--- config.mk ---
export PLATFORM = sky130hd
export DESIGN_NAME = logic_analyzer_trigger_unit
export DESIGN_NICKNAME = d
export VERILOG_FILES = /design/src/trig_unit_pkg.sv /design/src/logic_analyzer_trigger_unit.sv /design/src/trig_delay_line.sv /design/src/match_unit.sv
export SDC_FILE = /design/constraint.sdc
export NUM_CORES = 1
export LEC_CHECK = 0
export ABC_CLOCK_PERIOD_IN_PS = 3500
export BUFFER_PORTS_ARGS = -buffer_cell sky130_fd_sc_hd__buf_4
export CAP_MARGIN = 10
export CELL_PAD_IN_SITES_DETAIL_PLACEMENT = 1
export CELL_PAD_IN_SITES_GLOBAL_PLACEMENT = 1
export CORE_MARGIN = 2
export CORE_UTILIZATION = 40
export CTS_BUF_LIST = sky130_fd_sc_hd__clkbuf_2 sky130_fd_sc_hd__clkbuf_4 sky130_fd_sc_hd__clkbuf_8
export DETAILED_ROUTE_END_ITERATION = 8
export PLACE_DENSITY = 0.69
export SETUP_SLACK_MARGIN = 0.3
export SKIP_LAST_GASP = 1
export SLEW_MARGIN = 10
export SYNTH_ARGS = -nofsm -noshare
export SYNTH_HDL_FRONTEND = slang
export SYNTH_SLANG_ARGS = --single-unit
--- constraint.sdc ---
create_clock -name clock_in -period 3.5 [get_ports clock_in]
set_input_delay 0.175 -clock clock_in [delete_from_list [all_inputs] [get_ports clock_in]]
set_output_delay 0.175 -clock clock_in [all_outputs]
set_load 0.02 [all_outputs]
--- src/trig_unit_pkg.sv ---
package trig_unit_pkg;

  // ****************************************
  // build-time limits
  // ****************************************
  localparam int MAX_PORTS  = 16;
  localparam int MAX_UNITS  = 16;
  localparam int MAX_WIDTH  = 256;
  localparam int MAX_CNT_W  = 32;
  localparam int MAX_LEVELS = 16;

  // ****************************************
  // timing: inputs sampled at edge 0, trigger output at edge 10
  // ****************************************
  localparam int TRIG_LATENCY = 10;
  localparam int PIPE_STAGES  = 4;
  localparam int DELAY_LEN    = TRIG_LATENCY - PIPE_STAGES;

  // ****************************************
  // comparator types
  // ****************************************
  localparam int TYPE_BASIC          = 0;
  localparam int TYPE_BASIC_EDGES    = 1;
  localparam int TYPE_EXTENDED       = 2;
  localparam int TYPE_EXTENDED_EDGES = 3;
  localparam int TYPE_RANGE          = 4;
  localparam int TYPE_RANGE_EDGES    = 5;

  // ****************************************
  // per-bit value codes
  // ****************************************
  localparam logic [2:0] CODE_LOW  = 3'h0;
  localparam logic [2:0] CODE_HIGH = 3'h1;
  localparam logic [2:0] CODE_DC   = 3'h2;
  localparam logic [2:0] CODE_RISE = 3'h3;
  localparam logic [2:0] CODE_FALL = 3'h4;
  localparam logic [2:0] CODE_ANY  = 3'h5;
  localparam int         CODE_W    = 3;

  // ****************************************
  // match functions
  // ****************************************
  localparam logic [2:0] OP_EQ       = 3'h0;
  localparam logic [2:0] OP_NE       = 3'h1;
  localparam logic [2:0] OP_GT       = 3'h2;
  localparam logic [2:0] OP_GE       = 3'h3;
  localparam logic [2:0] OP_LT       = 3'h4;
  localparam logic [2:0] OP_LE       = 3'h5;
  localparam logic [2:0] OP_IN_RANGE = 3'h6;
  localparam logic [2:0] OP_OUT_RANGE = 3'h7;

  // ****************************************
  // per-unit configuration slice layout
  // ****************************************
  localparam int UCFG_TGT_POS = 0;
  localparam int UCFG_TGT_W   = 32;
  localparam int UCFG_OP_POS  = 32;
  localparam int UCFG_OP_W    = 3;
  localparam int UCFG_UP_POS  = 35;
  localparam int UCFG_FIXED_W = 35;

  // ****************************************
  // global configuration slice layout
  // ****************************************
  localparam int GLB_MASK_POS  = 0;
  localparam int GLB_AND_POS   = 16;
  localparam int GLB_LVL_POS   = 17;
  localparam int GLB_LVL_W     = 4;
  localparam int GLB_SEQ_POS   = 21;
  localparam int SEQ_LVL_W     = 5;
  localparam int SEQ_SEL_W     = 4;
  localparam int GLB_SHAPE_POS = 101;
  localparam int GLB_POL_POS   = 102;
  localparam int GLB_W         = 103;

  function automatic bit type_has_edges(input int t);
    return (t == TYPE_BASIC_EDGES) || (t == TYPE_EXTENDED_EDGES) || (t == TYPE_RANGE_EDGES);
  endfunction

  function automatic bit type_has_mag(input int t);
    return t >= TYPE_EXTENDED;
  endfunction

  function automatic bit type_has_range(input int t);
    return t >= TYPE_RANGE;
  endfunction

endpackage

--- src/logic_analyzer_trigger_unit.sv ---
module logic_analyzer_trigger_unit
  import trig_unit_pkg::*;
#(
  parameter bit CAPTURE_FALLING = 1'b0,
  parameter int NUM_PORTS       = 2,
  parameter int PORT_WIDTH  [MAX_PORTS] = '{default: 8},
  parameter int PORT_UNITS  [MAX_PORTS] = '{default: 1},
  parameter int PORT_TYPE   [MAX_PORTS] = '{default: TYPE_BASIC},
  parameter int PORT_CNT_W  [MAX_PORTS] = '{default: 0},
  parameter bit SEQ_ENABLE      = 1'b1,
  parameter bit TRIG_OUT_ENABLE = 1'b1
) (
  // clock and reset
  input  wire logic                       clock_in,
  input  wire logic                       reset_n_in,
  // trigger buses, port 0 in the low bits
  input  wire logic [total_width()-1:0]   trigger_input_bus_in,
  // serial configuration
  input  wire logic                       config_data_in,
  input  wire logic                       config_shift_in,
  input  wire logic                       config_update_in,
  // results
  output logic                            trigger_out,
  output logic [total_units()-1:0]        match_event_out,
  output logic [GLB_LVL_W-1:0]            seq_level_out
);

  // ****************************************
  // build-time layout
  // ****************************************
  function automatic int total_width();
    int s;
    s = 0;
    for (int p = 0; p < NUM_PORTS; p++) s += PORT_WIDTH[p];
    return s;
  endfunction

  function automatic int total_units();
    int s;
    s = 0;
    for (int p = 0; p < NUM_PORTS; p++) s += PORT_UNITS[p];
    return s;
  endfunction

  function automatic int port_off(input int p);
    int s;
    s = 0;
    for (int k = 0; k < p; k++) s += PORT_WIDTH[k];
    return s;
  endfunction

  function automatic int unit_port(input int u);
    int s;
    int r;
    s = 0;
    r = 0;
    for (int p = 0; p < NUM_PORTS; p++) begin
      if (u >= s) r = p;
      s += PORT_UNITS[p];
    end
    return r;
  endfunction

  function automatic int unit_cfg_w(input int u);
    return 4 * PORT_WIDTH[unit_port(u)] + UCFG_FIXED_W;
  endfunction

  function automatic int unit_cfg_off(input int u);
    int s;
    s = 0;
    for (int k = 0; k < u; k++) s += unit_cfg_w(k);
    return s;
  endfunction

  localparam int TOTAL_W   = total_width();
  localparam int NUM_UNITS = total_units();
  localparam int UCFG_TOT  = unit_cfg_off(NUM_UNITS);
  localparam int CFG_TOTAL = UCFG_TOT + GLB_W;

  // ****************************************
  // parameter checks
  // ****************************************
  if (NUM_PORTS < 1 || NUM_PORTS > MAX_PORTS) begin : ports_chk
    $error("number of trigger buses must be 1 to 16");
  end
  if (NUM_UNITS > MAX_UNITS) begin : units_chk
    $error("total match units exceed 16");
  end
  for (genvar p = 0; p < NUM_PORTS; p++) begin : g_chk
    if (PORT_WIDTH[p] < 1 || PORT_WIDTH[p] > MAX_WIDTH) begin : w_chk
      $error("trigger bus width must be 1 to 256");
    end
    if (PORT_UNITS[p] < 1 || PORT_UNITS[p] > MAX_UNITS) begin : u_chk
      $error("match units per bus must be 1 to 16");
    end
    if (PORT_TYPE[p] < TYPE_BASIC || PORT_TYPE[p] > TYPE_RANGE_EDGES) begin : t_chk
      $error("unknown comparator type");
    end
    if (PORT_CNT_W[p] < 0 || PORT_CNT_W[p] > MAX_CNT_W) begin : c_chk
      $error("counter width must be 0 to 32");
    end
  end

  // ****************************************
  // state
  // ****************************************
  typedef struct packed {
    logic [CFG_TOTAL-1:0] cfg_shift;
    logic [CFG_TOTAL-1:0] cfg_active;
    logic [TOTAL_W-1:0]   samp;
    logic [TOTAL_W-1:0]   prev;
    logic                 cond_raw;
    logic                 cond_shaped;
    logic [GLB_LVL_W-1:0] seq_level;
    logic                 seq_adv;
    logic                 trig;
    logic [3:0]           quiet;
  } state_type;

  state_type s_q;
  state_type s_d;

  // inverting the clock is the cheapest way to move all logic to the other edge
  wire cap_clk = clock_in ^ CAPTURE_FALLING;

  wire [MAX_UNITS-1:0] ev;
  wire                 delayed;
  wire [GLB_W-1:0]     glb = s_q.cfg_active[UCFG_TOT +: GLB_W];
  wire [15:0]          bool_mask = glb[GLB_MASK_POS +: 16];
  wire                 bool_and  = glb[GLB_AND_POS];
  wire [GLB_LVL_W-1:0] last_lvl  = glb[GLB_LVL_POS +: GLB_LVL_W];
  wire                 pulse_mode = glb[GLB_SHAPE_POS];
  wire                 active_low = glb[GLB_POL_POS];
  wire [SEQ_SEL_W-1:0] lvl_sel = glb[GLB_SEQ_POS + SEQ_LVL_W*s_q.seq_level +: SEQ_SEL_W];
  wire                 lvl_contig = glb[GLB_SEQ_POS + SEQ_LVL_W*s_q.seq_level + SEQ_SEL_W];

  // ****************************************
  // match units
  // ****************************************
  for (genvar u = 0; u < MAX_UNITS; u++) begin : g_unit
    if (u < NUM_UNITS) begin : g_on
      localparam int P = unit_port(u);
      localparam int W = PORT_WIDTH[P];
      match_unit #(
        .WIDTH     (W),
        .UNIT_TYPE (PORT_TYPE[P]),
        .CNT_W     (PORT_CNT_W[P])
      ) u_match (
        .clock_in   (cap_clk),
        .reset_n_in (reset_n_in),
        .sample_in  (s_q.samp[port_off(P) +: W]),
        .prev_in    (s_q.prev[port_off(P) +: W]),
        .cfg_in     (s_q.cfg_active[unit_cfg_off(u) +: unit_cfg_w(u)]),
        .clear_in   (config_update_in),
        .event_out  (ev[u])
      );
    end else begin : g_off
      assign ev[u] = 1'b0;
    end
  end

  trig_delay_line #(
    .LEN (DELAY_LEN)
  ) u_delay (
    .clock_in   (cap_clk),
    .reset_n_in (reset_n_in),
    .d_in       (s_q.cond_shaped),
    .q_out      (delayed)
  );

  // ****************************************
  // next state
  // ****************************************
  always_comb begin
    logic cond;
    s_d = s_q;
    cond = 1'b0;
    if (config_shift_in) begin
      s_d.cfg_shift = {config_data_in, s_q.cfg_shift[CFG_TOTAL-1:1]};
    end
    if (config_update_in) begin
      s_d.cfg_active = s_q.cfg_shift;
    end
    s_d.samp = trigger_input_bus_in;
    s_d.prev = s_q.samp;
    s_d.seq_adv = 1'b0;
    if (SEQ_ENABLE) begin
      if (config_update_in) begin
        s_d.seq_level = '0;
      end else if (ev[lvl_sel] && (!lvl_contig || s_q.seq_level == '0 || s_q.seq_adv)) begin
        s_d.seq_adv = 1'b1;
        if (s_q.seq_level >= last_lvl) begin
          cond = 1'b1;
          s_d.seq_level = '0;
        end else begin
          s_d.seq_level = s_q.seq_level + 1'b1;
        end
      end else if (lvl_contig && s_q.seq_level != '0 && s_q.seq_adv) begin
        s_d.seq_level = '0;
      end
    end else if (bool_and) begin
      cond = (bool_mask != '0) && (&(ev | ~bool_mask));
    end else begin
      cond = |(ev & bool_mask);
    end
    s_d.cond_raw = cond;
    s_d.cond_shaped = pulse_mode ? (cond && !s_q.cond_raw) : cond;
    s_d.trig = TRIG_OUT_ENABLE && (delayed ^ active_low);
    if (config_update_in) begin
      s_d.quiet = '0;
    end else if (s_q.quiet != 4'hf) begin
      s_d.quiet = s_q.quiet + 4'h1;
    end
  end

  always_ff @(posedge cap_clk or negedge reset_n_in) begin
    if (!reset_n_in) begin
      s_q <= '0;
    end else begin
      s_q <= s_d;
    end
  end

  // ****************************************
  // outputs
  // ****************************************
  assign trigger_out     = s_q.trig;
  assign match_event_out = ev[NUM_UNITS-1:0];
  assign seq_level_out   = s_q.seq_level;

  // ****************************************
  // checks
  // ****************************************
  out_latency_a: assert property (@(posedge cap_clk) disable iff (!reset_n_in)
    (TRIG_OUT_ENABLE && s_q.quiet >= 4'h9) |->
    trigger_out == ($past(s_q.cond_shaped, 7) ^ active_low))
    else $error("trigger output latency wrong");

  pulse_single_a: assert property (@(posedge cap_clk) disable iff (!reset_n_in)
    (pulse_mode && s_q.quiet >= 4'h2 && s_q.cond_shaped) |=> !s_q.cond_shaped)
    else $error("pulse shape held longer than one cycle");

  level_follow_a: assert property (@(posedge cap_clk) disable iff (!reset_n_in)
    (!pulse_mode && s_q.quiet >= 4'h1) |-> s_q.cond_shaped == s_q.cond_raw)
    else $error("level shape differs from condition");

  seq_bound_a: assert property (@(posedge cap_clk) disable iff (!reset_n_in)
    (SEQ_ENABLE && s_q.quiet >= 4'h1) |-> s_q.seq_level <= last_lvl)
    else $error("sequencer beyond last level");

  seq_wrap_a: assert property (@(posedge cap_clk) disable iff (!reset_n_in)
    (SEQ_ENABLE && s_q.cond_raw) |-> (s_q.seq_level == '0 && s_q.seq_adv))
    else $error("sequencer did not wrap on completion");

  contig_drop_a: assert property (@(posedge cap_clk) disable iff (!reset_n_in)
    (SEQ_ENABLE && !config_update_in && lvl_contig && s_q.seq_level != '0 &&
     s_q.seq_adv && !ev[lvl_sel]) |=> s_q.seq_level == '0)
    else $error("contiguous level kept after a gap");

  bool_and_a: assert property (@(posedge cap_clk) disable iff (!reset_n_in)
    (!SEQ_ENABLE && bool_and && bool_mask != '0 && &(ev | ~bool_mask) &&
     !config_update_in) |=> s_q.cond_raw)
    else $error("and combination missed");

  sample_prev_a: assert property (@(posedge cap_clk) disable iff (!reset_n_in)
    (s_q.quiet >= 4'h2) |-> s_q.prev == $past(trigger_input_bus_in, 2))
    else $error("previous sample not one edge old");

  cfg_hold_a: assert property (@(posedge cap_clk) disable iff (!reset_n_in)
    !config_update_in |=> $stable(s_q.cfg_active))
    else $error("configuration changed without update");

endmodule

--- src/trig_delay_line.sv ---
module trig_delay_line
  import trig_unit_pkg::*;
#(
  parameter int LEN = DELAY_LEN
) (
  // clock and reset
  input  wire logic clock_in,
  input  wire logic reset_n_in,
  // data
  input  wire logic d_in,
  output logic      q_out
);

  typedef struct packed {
    logic [LEN-1:0] sr;
  } state_type;

  state_type s_q;
  state_type s_d;

  if (LEN < 1) begin : len_chk
    $error("delay line length must be at least one");
  end

  always_comb begin
    s_d = s_q;
    // the cast drops the oldest bit, which also serves a one-stage line
    s_d.sr = LEN'({s_q.sr, d_in});
  end

  always_ff @(posedge clock_in or negedge reset_n_in) begin
    if (!reset_n_in) begin
      s_q <= '0;
    end else begin
      s_q <= s_d;
    end
  end

  assign q_out = s_q.sr[LEN-1];

  // judged only once the whole line has been filled since reset
  delay_exact_a: assert property (@(posedge clock_in) disable iff (!reset_n_in)
    $past(reset_n_in, LEN) |-> q_out == $past(d_in, LEN)) else $error("delay line depth wrong");

endmodule

--- src/match_unit.sv ---
module match_unit
  import trig_unit_pkg::*;
#(
  parameter int WIDTH     = 8,
  parameter int UNIT_TYPE = TYPE_BASIC,
  parameter int CNT_W     = 0
) (
  // clock and reset
  input  wire logic                              clock_in,
  input  wire logic                              reset_n_in,
  // samples
  input  wire logic [WIDTH-1:0]                  sample_in,
  input  wire logic [WIDTH-1:0]                  prev_in,
  // configuration
  input  wire logic [4*WIDTH+UCFG_FIXED_W-1:0]   cfg_in,
  input  wire logic                              clear_in,
  // result
  output logic                                   event_out
);

  localparam int  CWI   = (CNT_W == 0) ? 1 : CNT_W;
  localparam bit  EDGES = type_has_edges(UNIT_TYPE);
  localparam bit  MAG   = type_has_mag(UNIT_TYPE);
  localparam bit  RNG   = type_has_range(UNIT_TYPE);
  localparam int  CPOS  = UCFG_UP_POS + WIDTH;

  typedef struct packed {
    logic           hit;
    logic [CWI-1:0] count;
    logic           evt;
  } state_type;

  state_type s_q;
  state_type s_d;

  logic [WIDTH-1:0] bit_ok;
  logic [WIDTH-1:0] edge_bit;
  logic [WIDTH-1:0] mag_mask;
  logic [WIDTH-1:0] val;

  wire [WIDTH-1:0] upper  = cfg_in[UCFG_UP_POS +: WIDTH];
  wire [2:0]       op     = cfg_in[UCFG_OP_POS +: UCFG_OP_W];
  wire [CWI-1:0]   target = cfg_in[UCFG_TGT_POS +: CWI];

  if (WIDTH < 1 || WIDTH > MAX_WIDTH || CNT_W < 0 || CNT_W > MAX_CNT_W) begin : par_chk
    $error("match unit width or counter width out of range");
  end

  // ****************************************
  // per-bit decode
  // ****************************************
  for (genvar i = 0; i < WIDTH; i++) begin : g_bit
    wire [2:0] c = cfg_in[CPOS + CODE_W*i +: CODE_W];
    // edge codes on a type without edges fall back to ignored bits
    always_comb begin
      edge_bit[i] = EDGES && (c == CODE_RISE || c == CODE_FALL || c == CODE_ANY);
      mag_mask[i] = (c == CODE_LOW) || (c == CODE_HIGH);
      val[i]      = (c == CODE_HIGH);
      case (c)
        CODE_LOW:  bit_ok[i] = !sample_in[i];
        CODE_HIGH: bit_ok[i] = sample_in[i];
        CODE_RISE: bit_ok[i] = !EDGES || (sample_in[i] && !prev_in[i]);
        CODE_FALL: bit_ok[i] = !EDGES || (!sample_in[i] && prev_in[i]);
        CODE_ANY:  bit_ok[i] = !EDGES || (sample_in[i] ^ prev_in[i]);
        default:   bit_ok[i] = 1'b1;
      endcase
    end
  end

  // ****************************************
  // comparison, counter
  // ****************************************
  always_comb begin
    logic             equal;
    logic             edges_ok;
    logic [WIDTH-1:0] sm;
    logic [WIDTH-1:0] um;
    logic             hit;
    logic             reached;
    equal    = &bit_ok;
    edges_ok = &(bit_ok | ~edge_bit);
    sm       = sample_in & mag_mask;
    um       = upper & mag_mask;
    hit      = 1'b0;
    reached  = ({1'b0, s_q.count} + {{CWI{1'b0}}, 1'b1}) >= {1'b0, target};
    case (op)
      OP_EQ:        hit = equal;
      OP_NE:        hit = !equal;
      OP_GT:        hit = MAG && edges_ok && (sm > val);
      OP_GE:        hit = MAG && edges_ok && (sm >= val);
      OP_LT:        hit = MAG && edges_ok && (sm < val);
      OP_LE:        hit = MAG && edges_ok && (sm <= val);
      OP_IN_RANGE:  hit = RNG && edges_ok && (sm >= val) && (sm <= um);
      OP_OUT_RANGE: hit = RNG && edges_ok && !((sm >= val) && (sm <= um));
      default:      hit = 1'b0;
    endcase
    s_d     = s_q;
    s_d.hit = hit;
    // the counter saturates one short of the target, so every later hit still reports
    if (clear_in) begin
      // the hit taken at the update edge was judged against the old pattern
      s_d.hit   = 1'b0;
      s_d.count = '0;
      s_d.evt   = 1'b0;
    end else if (CNT_W == 0) begin
      s_d.evt = s_q.hit;
    end else begin
      s_d.evt = s_q.hit && reached;
      if (s_q.hit && !reached) begin
        s_d.count = CWI'(s_q.count + 1'b1);
      end
    end
  end

  always_ff @(posedge clock_in or negedge reset_n_in) begin
    if (!reset_n_in) begin
      s_q <= '0;
    end else begin
      s_q <= s_d;
    end
  end

  assign event_out = s_q.evt;

  event_needs_hit_a: assert property (@(posedge clock_in) disable iff (!reset_n_in)
    event_out |-> $past(s_q.hit)) else $error("event without a preceding hit");

  count_gate_a: assert property (@(posedge clock_in) disable iff (!reset_n_in)
    (CNT_W != 0 && s_q.hit && !clear_in && s_q.count == '0 && target > 1) |=> !event_out)
    else $error("counter reported before target reached");

endmodule

## After elaboration in Yosys (flattened, before gate mapping)

Cells that the tools add are included.

| word-level totals | value |
|---|---|
| register bits | 508 |
| latch bits | 0 |
| RAM bits | 0 |
| bits in read-only memories | 0 |
| bits of input ports | 21 |
| output and inout bits | 7 |
| memories | 0 |

| cells by class | value |
|---|---|
| add/subtract/negate cells | 3 |
| $mul | 1 |
| divide/modulo/power cells | 0 |
| magnitude comparators | 3 |
| eq/ne operators | 30 |
| shifts and indexed selects | 1 |
| multiplexer cells | 36 |
| bitwise gates (word level) | 1 |
| reductions and logical operators | 51 |

Operators by type and width:

| cell | number |
|---|---|
| $shiftx A103 B33 Y4 | 1 |
| $eq A3 B1 Y1 const B | 18 |
| $logic_not A3 Y1 | 18 |
| $pmux W1 S2 | 16 |
| $eq A3 B3 Y1 const B | 8 |
| $logic_not A1 Y1 | 20 |
| $mux W4 | 4 |
| $reduce_and A8 Y1 | 2 |
| $eq A3 B2 Y1 const B | 4 |
| $mux W1 | 12 |
| $reduce_or A6 Y1 | 2 |
| $add A8 B3 Y9 const B | 1 |
| $lt A9 B8 Y1 const B | 1 |
| $add A5 B7 Y8 const A | 1 |
| $bmux W1 S7 | 1 |
| $mul A3 B4 Y7 const A | 1 |
| $pmux W1 S3 | 2 |
| $lt A4 B5 Y1 const B | 1 |
| $add A4 B1 Y4 const B | 1 |
| $bmux W1 S4 | 1 |
| $ge A4 B4 Y1 | 1 |
| $logic_and A1 B1 Y1 | 4 |
| $logic_not A4 Y1 | 1 |
| $reduce_bool A4 Y1 | 1 |
| other kinds (3) | 4 |

## Logic depth before layout (Yosys ltp)

Gate-level depths: netlist (run 1).

| logic depth | value |
|---|---|
| depth in word-level cells | 13 |
| mapped depth | 15 |
| depth with buffers taken out | 11 |

## By module

From an unflattened synthesis (run 1), not the netlist that was laid out.

| unflattened totals | value |
|---|---|
| cell total of the unflattened synthesis | 1,269 |
| area, all modules | 20,759.9 µm² |

By module, submodules not included:

| module | instances | cells an instance | area each (µm²) |
|---|---|---|---|
| logic_analyzer_trigger_unit | 1 | 1,207 | 20,174.3 |
| match_unit | 2 | 28 | 217.7 |
| trig_delay_line | 1 | 6 | 150.1 |

## Worst setup path after synthesis (run 1)

Ideal clock, no wire load.

| timing path | value |
|---|---|
| kind | register to register |
| start point | reg s_q, in the netlist seq_level_out[1] |
| end point | reg s_q, in the netlist seq_level_out[2] |
| setup time | 126 ps |
| arrival | 3,586 ps |
| setup slack | -212 ps |
| stages on the path, launching flop included | 13 |
| clock period less this slack | 3,712 ps |
| path through | dfrtp_1 -> buf_2 -> buf_1 -> inv_1 -> fa_1 -> xor2_1 -> buf_4 -> a2111oi_0 -> a311oi_1 -> a21oi_4 -> a21oi_2 -> mux2_4 -> a221o_1 |

| on the way | value |
|---|---|
| longest elaborated chain between the ends | 11 |
| elaborated cells between the ends (all ways) | 22 |
| those cells by class | 3 x add/sub; 1 x mul; 1 x order compare; 1 x shift; 7 x mux; 9 x reduce/logical |

Ends and longest elaborated chain:

| element | line | RTL |
|---|---|---|
| from (decl) | logic_analyzer_trigger_unit.sv:120 | `state_type s_q;` |
| from (signal assigned) | logic_analyzer_trigger_unit.sv:218 | `s_q <= '0;` |
| from (signal assigned) | logic_analyzer_trigger_unit.sv:220 | `s_q <= s_d;` |
| $mul A3 B4 Y7 | logic_analyzer_trigger_unit.sv:134, logic_analyzer_trigger_unit.sv:135 |  |
| $add A5 B7 Y8 | logic_analyzer_trigger_unit.sv:134, logic_analyzer_trigger_unit.sv:135 |  |
| $add A8 B3 Y9 | logic_analyzer_trigger_unit.sv:135 | `wire lvl_contig = glb[GLB_SEQ_POS + SEQ_LVL_W*s_q.seq_level + SEQ_SEL_W];` |
| $bmux W1 S7 | logic_analyzer_trigger_unit.sv:135 |  |
| $mux W1 (implied by the code) | logic_analyzer_trigger_unit.sv:135 |  |
| $logic_not A1 Y1 | logic_analyzer_trigger_unit.sv:190 | `end else if (ev[lvl_sel] && (!lvl_contig \|\| s_q.seq_level == '0 \|\| s_q.seq_adv)) begin` |
| $logic_or A1 B1 Y1 (2 in a row) | logic_analyzer_trigger_unit.sv:190 |  |
| $logic_and A1 B1 Y1 | logic_analyzer_trigger_unit.sv:190 |  |
| $mux W4 | logic_analyzer_trigger_unit.sv:190 |  |
| $mux W4 | logic_analyzer_trigger_unit.sv:188 | `if (config_update_in) begin` |

Parallel ways exist; a longest one is shown, timed or not. The select of a mux whose other input is x is not followed.
A chain may end at the register's enable or synchronous reset.

## Final worst setup path (run 1)

| timing path | value |
|---|---|
| start point | reg s_q, in the netlist seq_level_out[0] |
| end point | reg s_q, in the netlist seq_level_out[2] |

Same word-level chain as after synthesis.

==> results of run 1 <==
==> what timing repair did <==
action                                  4_1_cts  5_1_grt
gates resized for setup                      20       15
hold buffers                                 18        0
buffers inserted                             11        3
pin swaps                                     7       10
endpoints found under the setup margin        7        5
hold endpoints to repair                    193        0
==> layout by cell type (no fill, tap or decap), types with 8 or more instances in the layout <==
| master | instances |
|---|---|
| mux2i_1 | 8 |
| dlygate4sd3_1 | 18 |
| nor4_1 | 14 |
| buf_4 | 52 |
| ha_1 | 10 |
| dfrtp_1 | 394 |
| xnor2_1 | 16 |
| mux4_2 | 24 |
| mux2_2 | 362 |
| clkbuf_4 | 15 |
| nand2_1 | 11 |
| nor3_1 | 26 |
| clkbuf_8 | 84 |
| buf_6 | 8 |
| nor2_1 | 8 |
| clkinv_2 | 10 |
==> stage by stage <==
stage          worst slack (ns)  hold WS [ns]
3_3_place_gp              0.146         0.153
6_report                  0.276         0.112
3_5_place_dp             0.0338         0.160
2_1_floorplan             0.226        -0.121
4_1_cts                   0.259        0.0987
5_1_grt                   0.162         0.118
==> per-layer routing <==
| metal | track usage, % | part of all wire, % |
|---|---|---|
| met2 | 24.8 | 48 |
| met5 | 0 | 0 |
| met1 | 21.1 | 46 |
| met4 | 5.54 | 2.3 |
| met3 | 3.28 | 3.4 |
==> power groups by stage <==
stage                     logic (mW)  registers [mW]  clock network (mW)
after global routing           0.807            5.17                4.66
after floorplan                0.504            5.10                   0
after global placement         0.705            5.20                   0
final                          0.732            5.13                4.27
after detailed placement       0.730            5.21                   0
after CTS                      0.750            5.13                4.45
==> flip-flops by register name, indices dropped and copies added (netlist names) <==
name / cells
u_delay.s_q: 6
s_q: 262
bool_and: 1
active_low: 1
g_unit.g_on.u_match.event_out: 2
glb: 85
g_unit.g_on.u_match.s_q: 2
seq_level_out: 4
s_d: 16
bool_mask: 16
trigger_out: 1
==> worst max-delay path, delay by kind of cell (launching register included) <==
kind	cells	cell delay, ns
muxes	3	1.32
AOI/OAI and AO/OA	5	0.81
DFF	1	0.38
buffers and inverters	3	0.30
adders and majority gates	1	0.28
==> final cells by class <==
cell class                 instances  share of cell area (%)
inverter                           9                   0.243
tap                              525                    3.45
multi-input combinational        560                    32.5
clock buffer                      98                    6.59
sequential                       396                    52.1
clock inverter                    18                   0.828
timing repair buffer              87                    4.36
==> cell families (layout without fill, tap and decap cells) <==
kind of cell,Yosys count,in the layout
multiplexers,405,405
XOR/XNOR,22,22
AO/OA/AOI/OAI,37,37
flip-flops,396,396
adder cells (fa/ha/maj),15,15
buffers and inverters,68,212
AND/OR/NAND/NOR,81,81
==> worst paths after layout <==
path                                                    from                      endpoint  slack, ns  cells past startpoint
worst max-delay path            seq_level_out[0]$_DFFE_PN0P_  seq_level_out[2]$_DFFE_PN0P_       0.28                     12
worst min-delay path                              reset_n_in          s_q[426]$_DFFE_PN0P_       0.11                      2
worst max register to register  seq_level_out[0]$_DFFE_PN0P_  seq_level_out[2]$_DFFE_PN0P_       0.28                     12
worst min register to register      u_delay.s_q[4]$_DFF_PN0_      u_delay.s_q[5]$_DFF_PN0_       0.34                      0
max in group asynchronous                         reset_n_in          s_q[376]$_DFFE_PN0P_       2.40                      3
min in group clock_in                       config_update_in           glb[20]$_DFFE_PN0P_       0.17                      3
==> metrics.csv, run 1 <==
metric,value,unit
synth_fp_nets,1060,
cp_cell_sequence,buf_6 -> clkinv_8 -> ha_4 -> buf_12 -> mux4_2 -> mux4_2 -> o2111ai_2 -> a21oi_2 -> a21oi_4 -> a21oi_2 -> mux2_4 -> a221o_1,
async_reset_ff_share,100,%
grt_pass1_wl,52300,um
synthFlopType,dfrtp_1,
hp-class,primary input to async pin,
relSlewSlack,43.8,%
max_freq,0.310,GHz
clkPwrFrac,42.1,%
final_layout_size_suffix_gt1_share,51.6,%
p_sw_share,24.1,%
yosys-top-cells-area,"dfrtp_1 61%, mux2_2 25%, mux4_2 3.0%",
synthAdderAreaFrac,1.20,%
fin_skew,0.0252,ns
synth_seq_cells,396,
portBuffers,27,
grt_remaining_overflow,0,
vias_per_cell,5.15,
p_comb_share,7.2,%
synth_compound_area_share,1.86,%
synth_xor_area_share,1.18,%
fp.dieW,206,um
utilization,47.6,%
rsz0062_at_grt,true,
synth_cell_types,47,
finalWirelength,31100,um
finalNonFillerCells,1693,
cts_made_buffers,66,
clk_pin_slew,0.06,ns
multiInputGateArea,0.00618,mm2
syn_to_final_growth,16.9,%
drv_cap,0,
p_switching,2.44,mW
timing.final.max_slew_violations,0,
gp_congestion,0.763,
start_kind,flop,
synth_edf_count,0,
place_area,0.0172,mm2
die_y,206,um
place_inst,1545,
synthMuxAreaShare,30.3,%
max_stage_delay,0.51,ns
yosysMostFrequentCell,dfrtp_1,
fin_crit,3.22,ns
yosys_warnings,0,
final_nets,1156,
setup_viol,0,
dpl.hpwl,19100,um
peakVddDrop,0.324,mV
n_antenna_cell,0,
synthSimpleGateAreaFrac,2.64,%
num-fill-cells,3903,
detail-route-antenna-nets,0,
post_drt_wl_per_cell,18.4,um
fin_crit_sh,92.1,%
synth.avg_cell_area,15.9,um2
cp_data_required_time,3.96,ns
p_seq_share,50.6,%
cts_tree,done,
leakage,9.24,nW
seq_area_frac_synth,60.8,%
arrival,3.68,ns
vias,8720,
htreeDepth,3,
synth_common_cells,"396 x dfrtp_1, 363 x mux2_2, 42 x clkbuf_1",
gr-usage-all-layers,15.6,%
yosysTopAreaCell,dfrtp_1,
rows,73,
final.setup.tns,0,ns
regArea,0.00991,mm2
synth_area,0.0163,mm2
internal-power,7.69,mW
coreArea,0.0400,mm2
critPathMaxFanout,4,
cts_root_buf,clkbuf_8,
ios,28,
synth_top_area_share,60.8,%
drc,0,
grt_max_degree,97,
design_area,0.0190,mm2
initial_core_util,40.7,%
grt_pass1_vias,9673,
crit_type,flop to flop,
synth_cells,1024,
clockBufferDepth,3,
worst_slew_pin_slew,0.844,ns
hold_viol_final,0,
first_pass_iters,4,
end_kind,flop,
finalPower,10.1,mW
critPathSlowestCell,mux4_2,
powerDensity,532,mW/mm2
drtIter0Drc,343,
antenna_found_initial,0,
fp.dieArea,0.0423,mm2
status,"complete, no violations",
synth_top_family_by_area,multiplexers,
cts_sinks,396,
insertion_delay,0.60,ns
Power figures use the tool's default switching activity.
==> run 2, diff against run 1 <==
--- a/config.mk
+++ b/config.mk
@@ -14,7 +14,7 @@
 export CORE_UTILIZATION = 40
 export CTS_BUF_LIST = sky130_fd_sc_hd__clkbuf_2 sky130_fd_sc_hd__clkbuf_4 sky130_fd_sc_hd__clkbuf_8
 export DETAILED_ROUTE_END_ITERATION = 8
-export PLACE_DENSITY = 0.69
+export PLACE_DENSITY = 0.73
 export SETUP_SLACK_MARGIN = 0.3
 export SKIP_LAST_GASP = 1
 export SLEW_MARGIN = 10
==> run 2 against run 1 <==
Effect of this change:
- non-clock buffer count is the same
- die area stayed put
- clock skew rose by 0.0044 ns
- sequential share of layout area about the same
- global-route usage increased by 0.32 points
- worst hold slack improved by 0.050 ns
- core utilization is essentially flat
- power down 1.1%
- register-to-register slack worse by 0.05 ns
- fmax is 1.4% lower
- largest cell class unchanged
==> metrics.csv, run 2 (synthesis gave the netlist of run 1 again) <==
metric,value,unit,change
status,"complete, no violations",,
gp_congestion,0.843,,+11%
htreeDepth,3,,unchanged
dpl.hpwl,19400,um,+1.8%
rsz0062_at_grt,true,,
cts_made_buffers,66,,unchanged
insertion_delay,0.63,ns,+0.03 ns
arrival,3.76,ns,+0.08 ns
final_nets,1156,,unchanged
fin_skew,0.0296,ns,+0.00442 ns
grt_pass1_wl,53200,um,+1.8%
coreArea,0.0400,mm2,unchanged
gr-usage-all-layers,15.9,%,+0.32 points
rows,73,,unchanged
drtIter0Drc,446,,+30%
peakVddDrop,0.359,mV,+11%
clockBufferDepth,3,,unchanged
cp_data_required_time,3.99,ns,+0.03 ns
final_layout_size_suffix_gt1_share,51.4,%,-0.25 points
worst_slew_pin_slew,0.890,ns,+0.0464 ns
critPathMaxFanout,4,,unchanged
first_pass_iters,4,,unchanged
initial_core_util,40.7,%,unchanged
place_inst,1545,,unchanged
relSlewSlack,40.7,%,-3.1 points
start_kind,flop,,
detail-route-antenna-nets,0,,unchanged
fin_crit,3.27,ns,+0.0458 ns
largest_reg_flops,262,,unchanged
fp.dieW,206,um,unchanged
cts_tree,done,,
finalNonFillerCells,1691,,-0.12%
end_kind,flop,,
setup_viol,0,,unchanged
vias,8750,,+0.34%
grt_max_degree,107,,+10%
drc,0,,unchanged
drv_cap,0,,unchanged
min_path_cells,2,,
finalWirelength,31500,um,+1.2%
cts_root_buf,clkbuf_8,,
n_antenna_cell,0,,unchanged
vias_per_cell,5.17,,+0.46%
antenna_found_initial,0,,unchanged
hold_viol_final,0,,unchanged
clk_pin_slew,0.06,ns,about the same
fp.dieArea,0.0423,mm2,unchanged
fin_crit_sh,93.4,%,+1.3 points
clkPwrFrac,41.6,%,-0.5 points
p_comb_share,7.3,%,about the same
internal-power,7.61,mW,-1.0%
post_drt_wl_per_cell,18.6,um,+1.3%
r2r_cells,9,,-3
p_switching,2.41,mW,-1.3%
grt_remaining_overflow,0,,unchanged
final_common_cell,dfrtp_1,,
powerDensity,526,mW/mm2,-1.1%
min_to,g_unit[1].g_on.u_match.event_out$_DFF_PN0_,,
p_seq_share,51.2,%,+0.6 points
max_freq,0.306,GHz,-1.4%
portBuffers,27,,unchanged
final.setup.tns,0,ns,unchanged
leakage,9.24,nW,about the same
cts_sinks,396,,unchanged
ios,28,,unchanged
regToRegSetupSlack,0.23,ns,-0.05 ns
timing.final.max_slew_violations,0,,unchanged
hp-start,config_update_in,,
p_sw_share,24.0,%,-0.044 points
hp-class,primary input to flop,,
grt_pass1_vias,9780,,+1.1%
die_y,206,um,unchanged
r2r_end,seq_level_out[2]$_DFFE_PN0P_,,
r2r_start,seq_level_out[0]$_DFFE_PN0P_,,
syn_to_final_growth,16.9,%,about the same
final_cell_mix,"394 x dfrtp_1, 363 x mux2_2, 79 x clkbuf_8",,
crit_type,flop to flop,,
largest_register,s_q,,
==> run 2: changes by cell type in the layout (fill, tap and decap cells not counted), sizes merged <==
cell / delta
bufinv: -1
clkbuf: +6
clkinv: -6
clkinvlp: -1
==> run 2: worst max-delay path, cell delays in order, from the launching register on <==
cell and delay [ns]:
dfrtp_2 0.45, ha_4 0.19, fa_2 0.67, xor2_4 0.24, mux2_2 0.36, o311ai_1 0.29, a32o_2 0.29, a21oi_2 0.05
mux2_4 0.32, a221o_1 0.29
==> run 2: worst max-delay path by stage <==
stage | start | end | slack, ns | cells past startpoint
after floorplan | seq_level_out[0]$_DFFE_PN0P_ | seq_level_out[2]$_DFFE_PN0P_ | 0.23 | 13
after global placement | seq_level_out[0]$_DFFE_PN0P_ | seq_level_out[2]$_DFFE_PN0P_ | 0.15 | 11
after detailed placement | seq_level_out[0]$_DFFE_PN0P_ | seq_level_out[2]$_DFFE_PN0P_ | 0.07 | 11
after CTS | seq_level_out[0]$_DFFE_PN0P_ | seq_level_out[2]$_DFFE_PN0P_ | 0.26 | 12
after global routing | seq_level_out[0]$_DFFE_PN0P_ | seq_level_out[2]$_DFFE_PN0P_ | 0.14 | 9
final | seq_level_out[0]$_DFFE_PN0P_ | seq_level_out[2]$_DFFE_PN0P_ | 0.23 | 9
==> run 2: per-stage QoR <==
stage	utilization (%)	cell area, um2	hold slack, ns	total power, mW	worst slack (ns)
after global routing	47.6	19000	0.157	10.5	0.139
after detailed placement	43.0	17200	0.286	5.93	0.0669
after floorplan	-	16400	-0.121	5.60	0.226
final	47.6	19000	0.162	10.0	0.230
after global placement	43.0	17200	0.284	5.89	0.153
after CTS	47.3	18900	0.104	10.2	0.255
==> run 2: metal layers <==
metal	routed length, um	vias to the layer above	track usage [%]
met2	15000	127	25.3
met5	0	-	0
li1	-	3937	-
met4	871	0	5.28
met1	14500	4616	21.5
met3	1170	70	3.77
==> run 2: timing repair <==
item / in CTS / in global routing
gates resized for setup: 22 / 13
hold buffers: 18 / 0
buffers inserted: 11 / 3
pin swaps: 7 / 14
cloned: 0 / 0
hold endpoints to repair: 116 / 0
setup endpoints to repair: 7 / 7
==> run 2: area by class of cell <==
type / count / area [um2]
clock buffers: 104 / 1270
fillers: 3869 / 21000
flip-flops and latches: 396 / 9910
multi-input cells: 560 / 6210
well taps: 525 / 657
clock inverters: 10 / 90.1
inverters: 9 / 46.3
repair buffers: 87 / 851
==> run 2: power by group through the flow <==
| stage | sequential [mW] | clock, mW | combinational (mW) |
|---|---|---|---|
| 6_report | 5.12 | 4.17 | 0.728 |
| 4_1_cts | 5.13 | 4.33 | 0.749 |
| 2_1_floorplan | 5.10 | 0 | 0.504 |
| 3_3_place_gp | 5.19 | 0 | 0.700 |
| 5_1_grt | 5.17 | 4.53 | 0.809 |
| 3_5_place_dp | 5.21 | 0 | 0.726 |
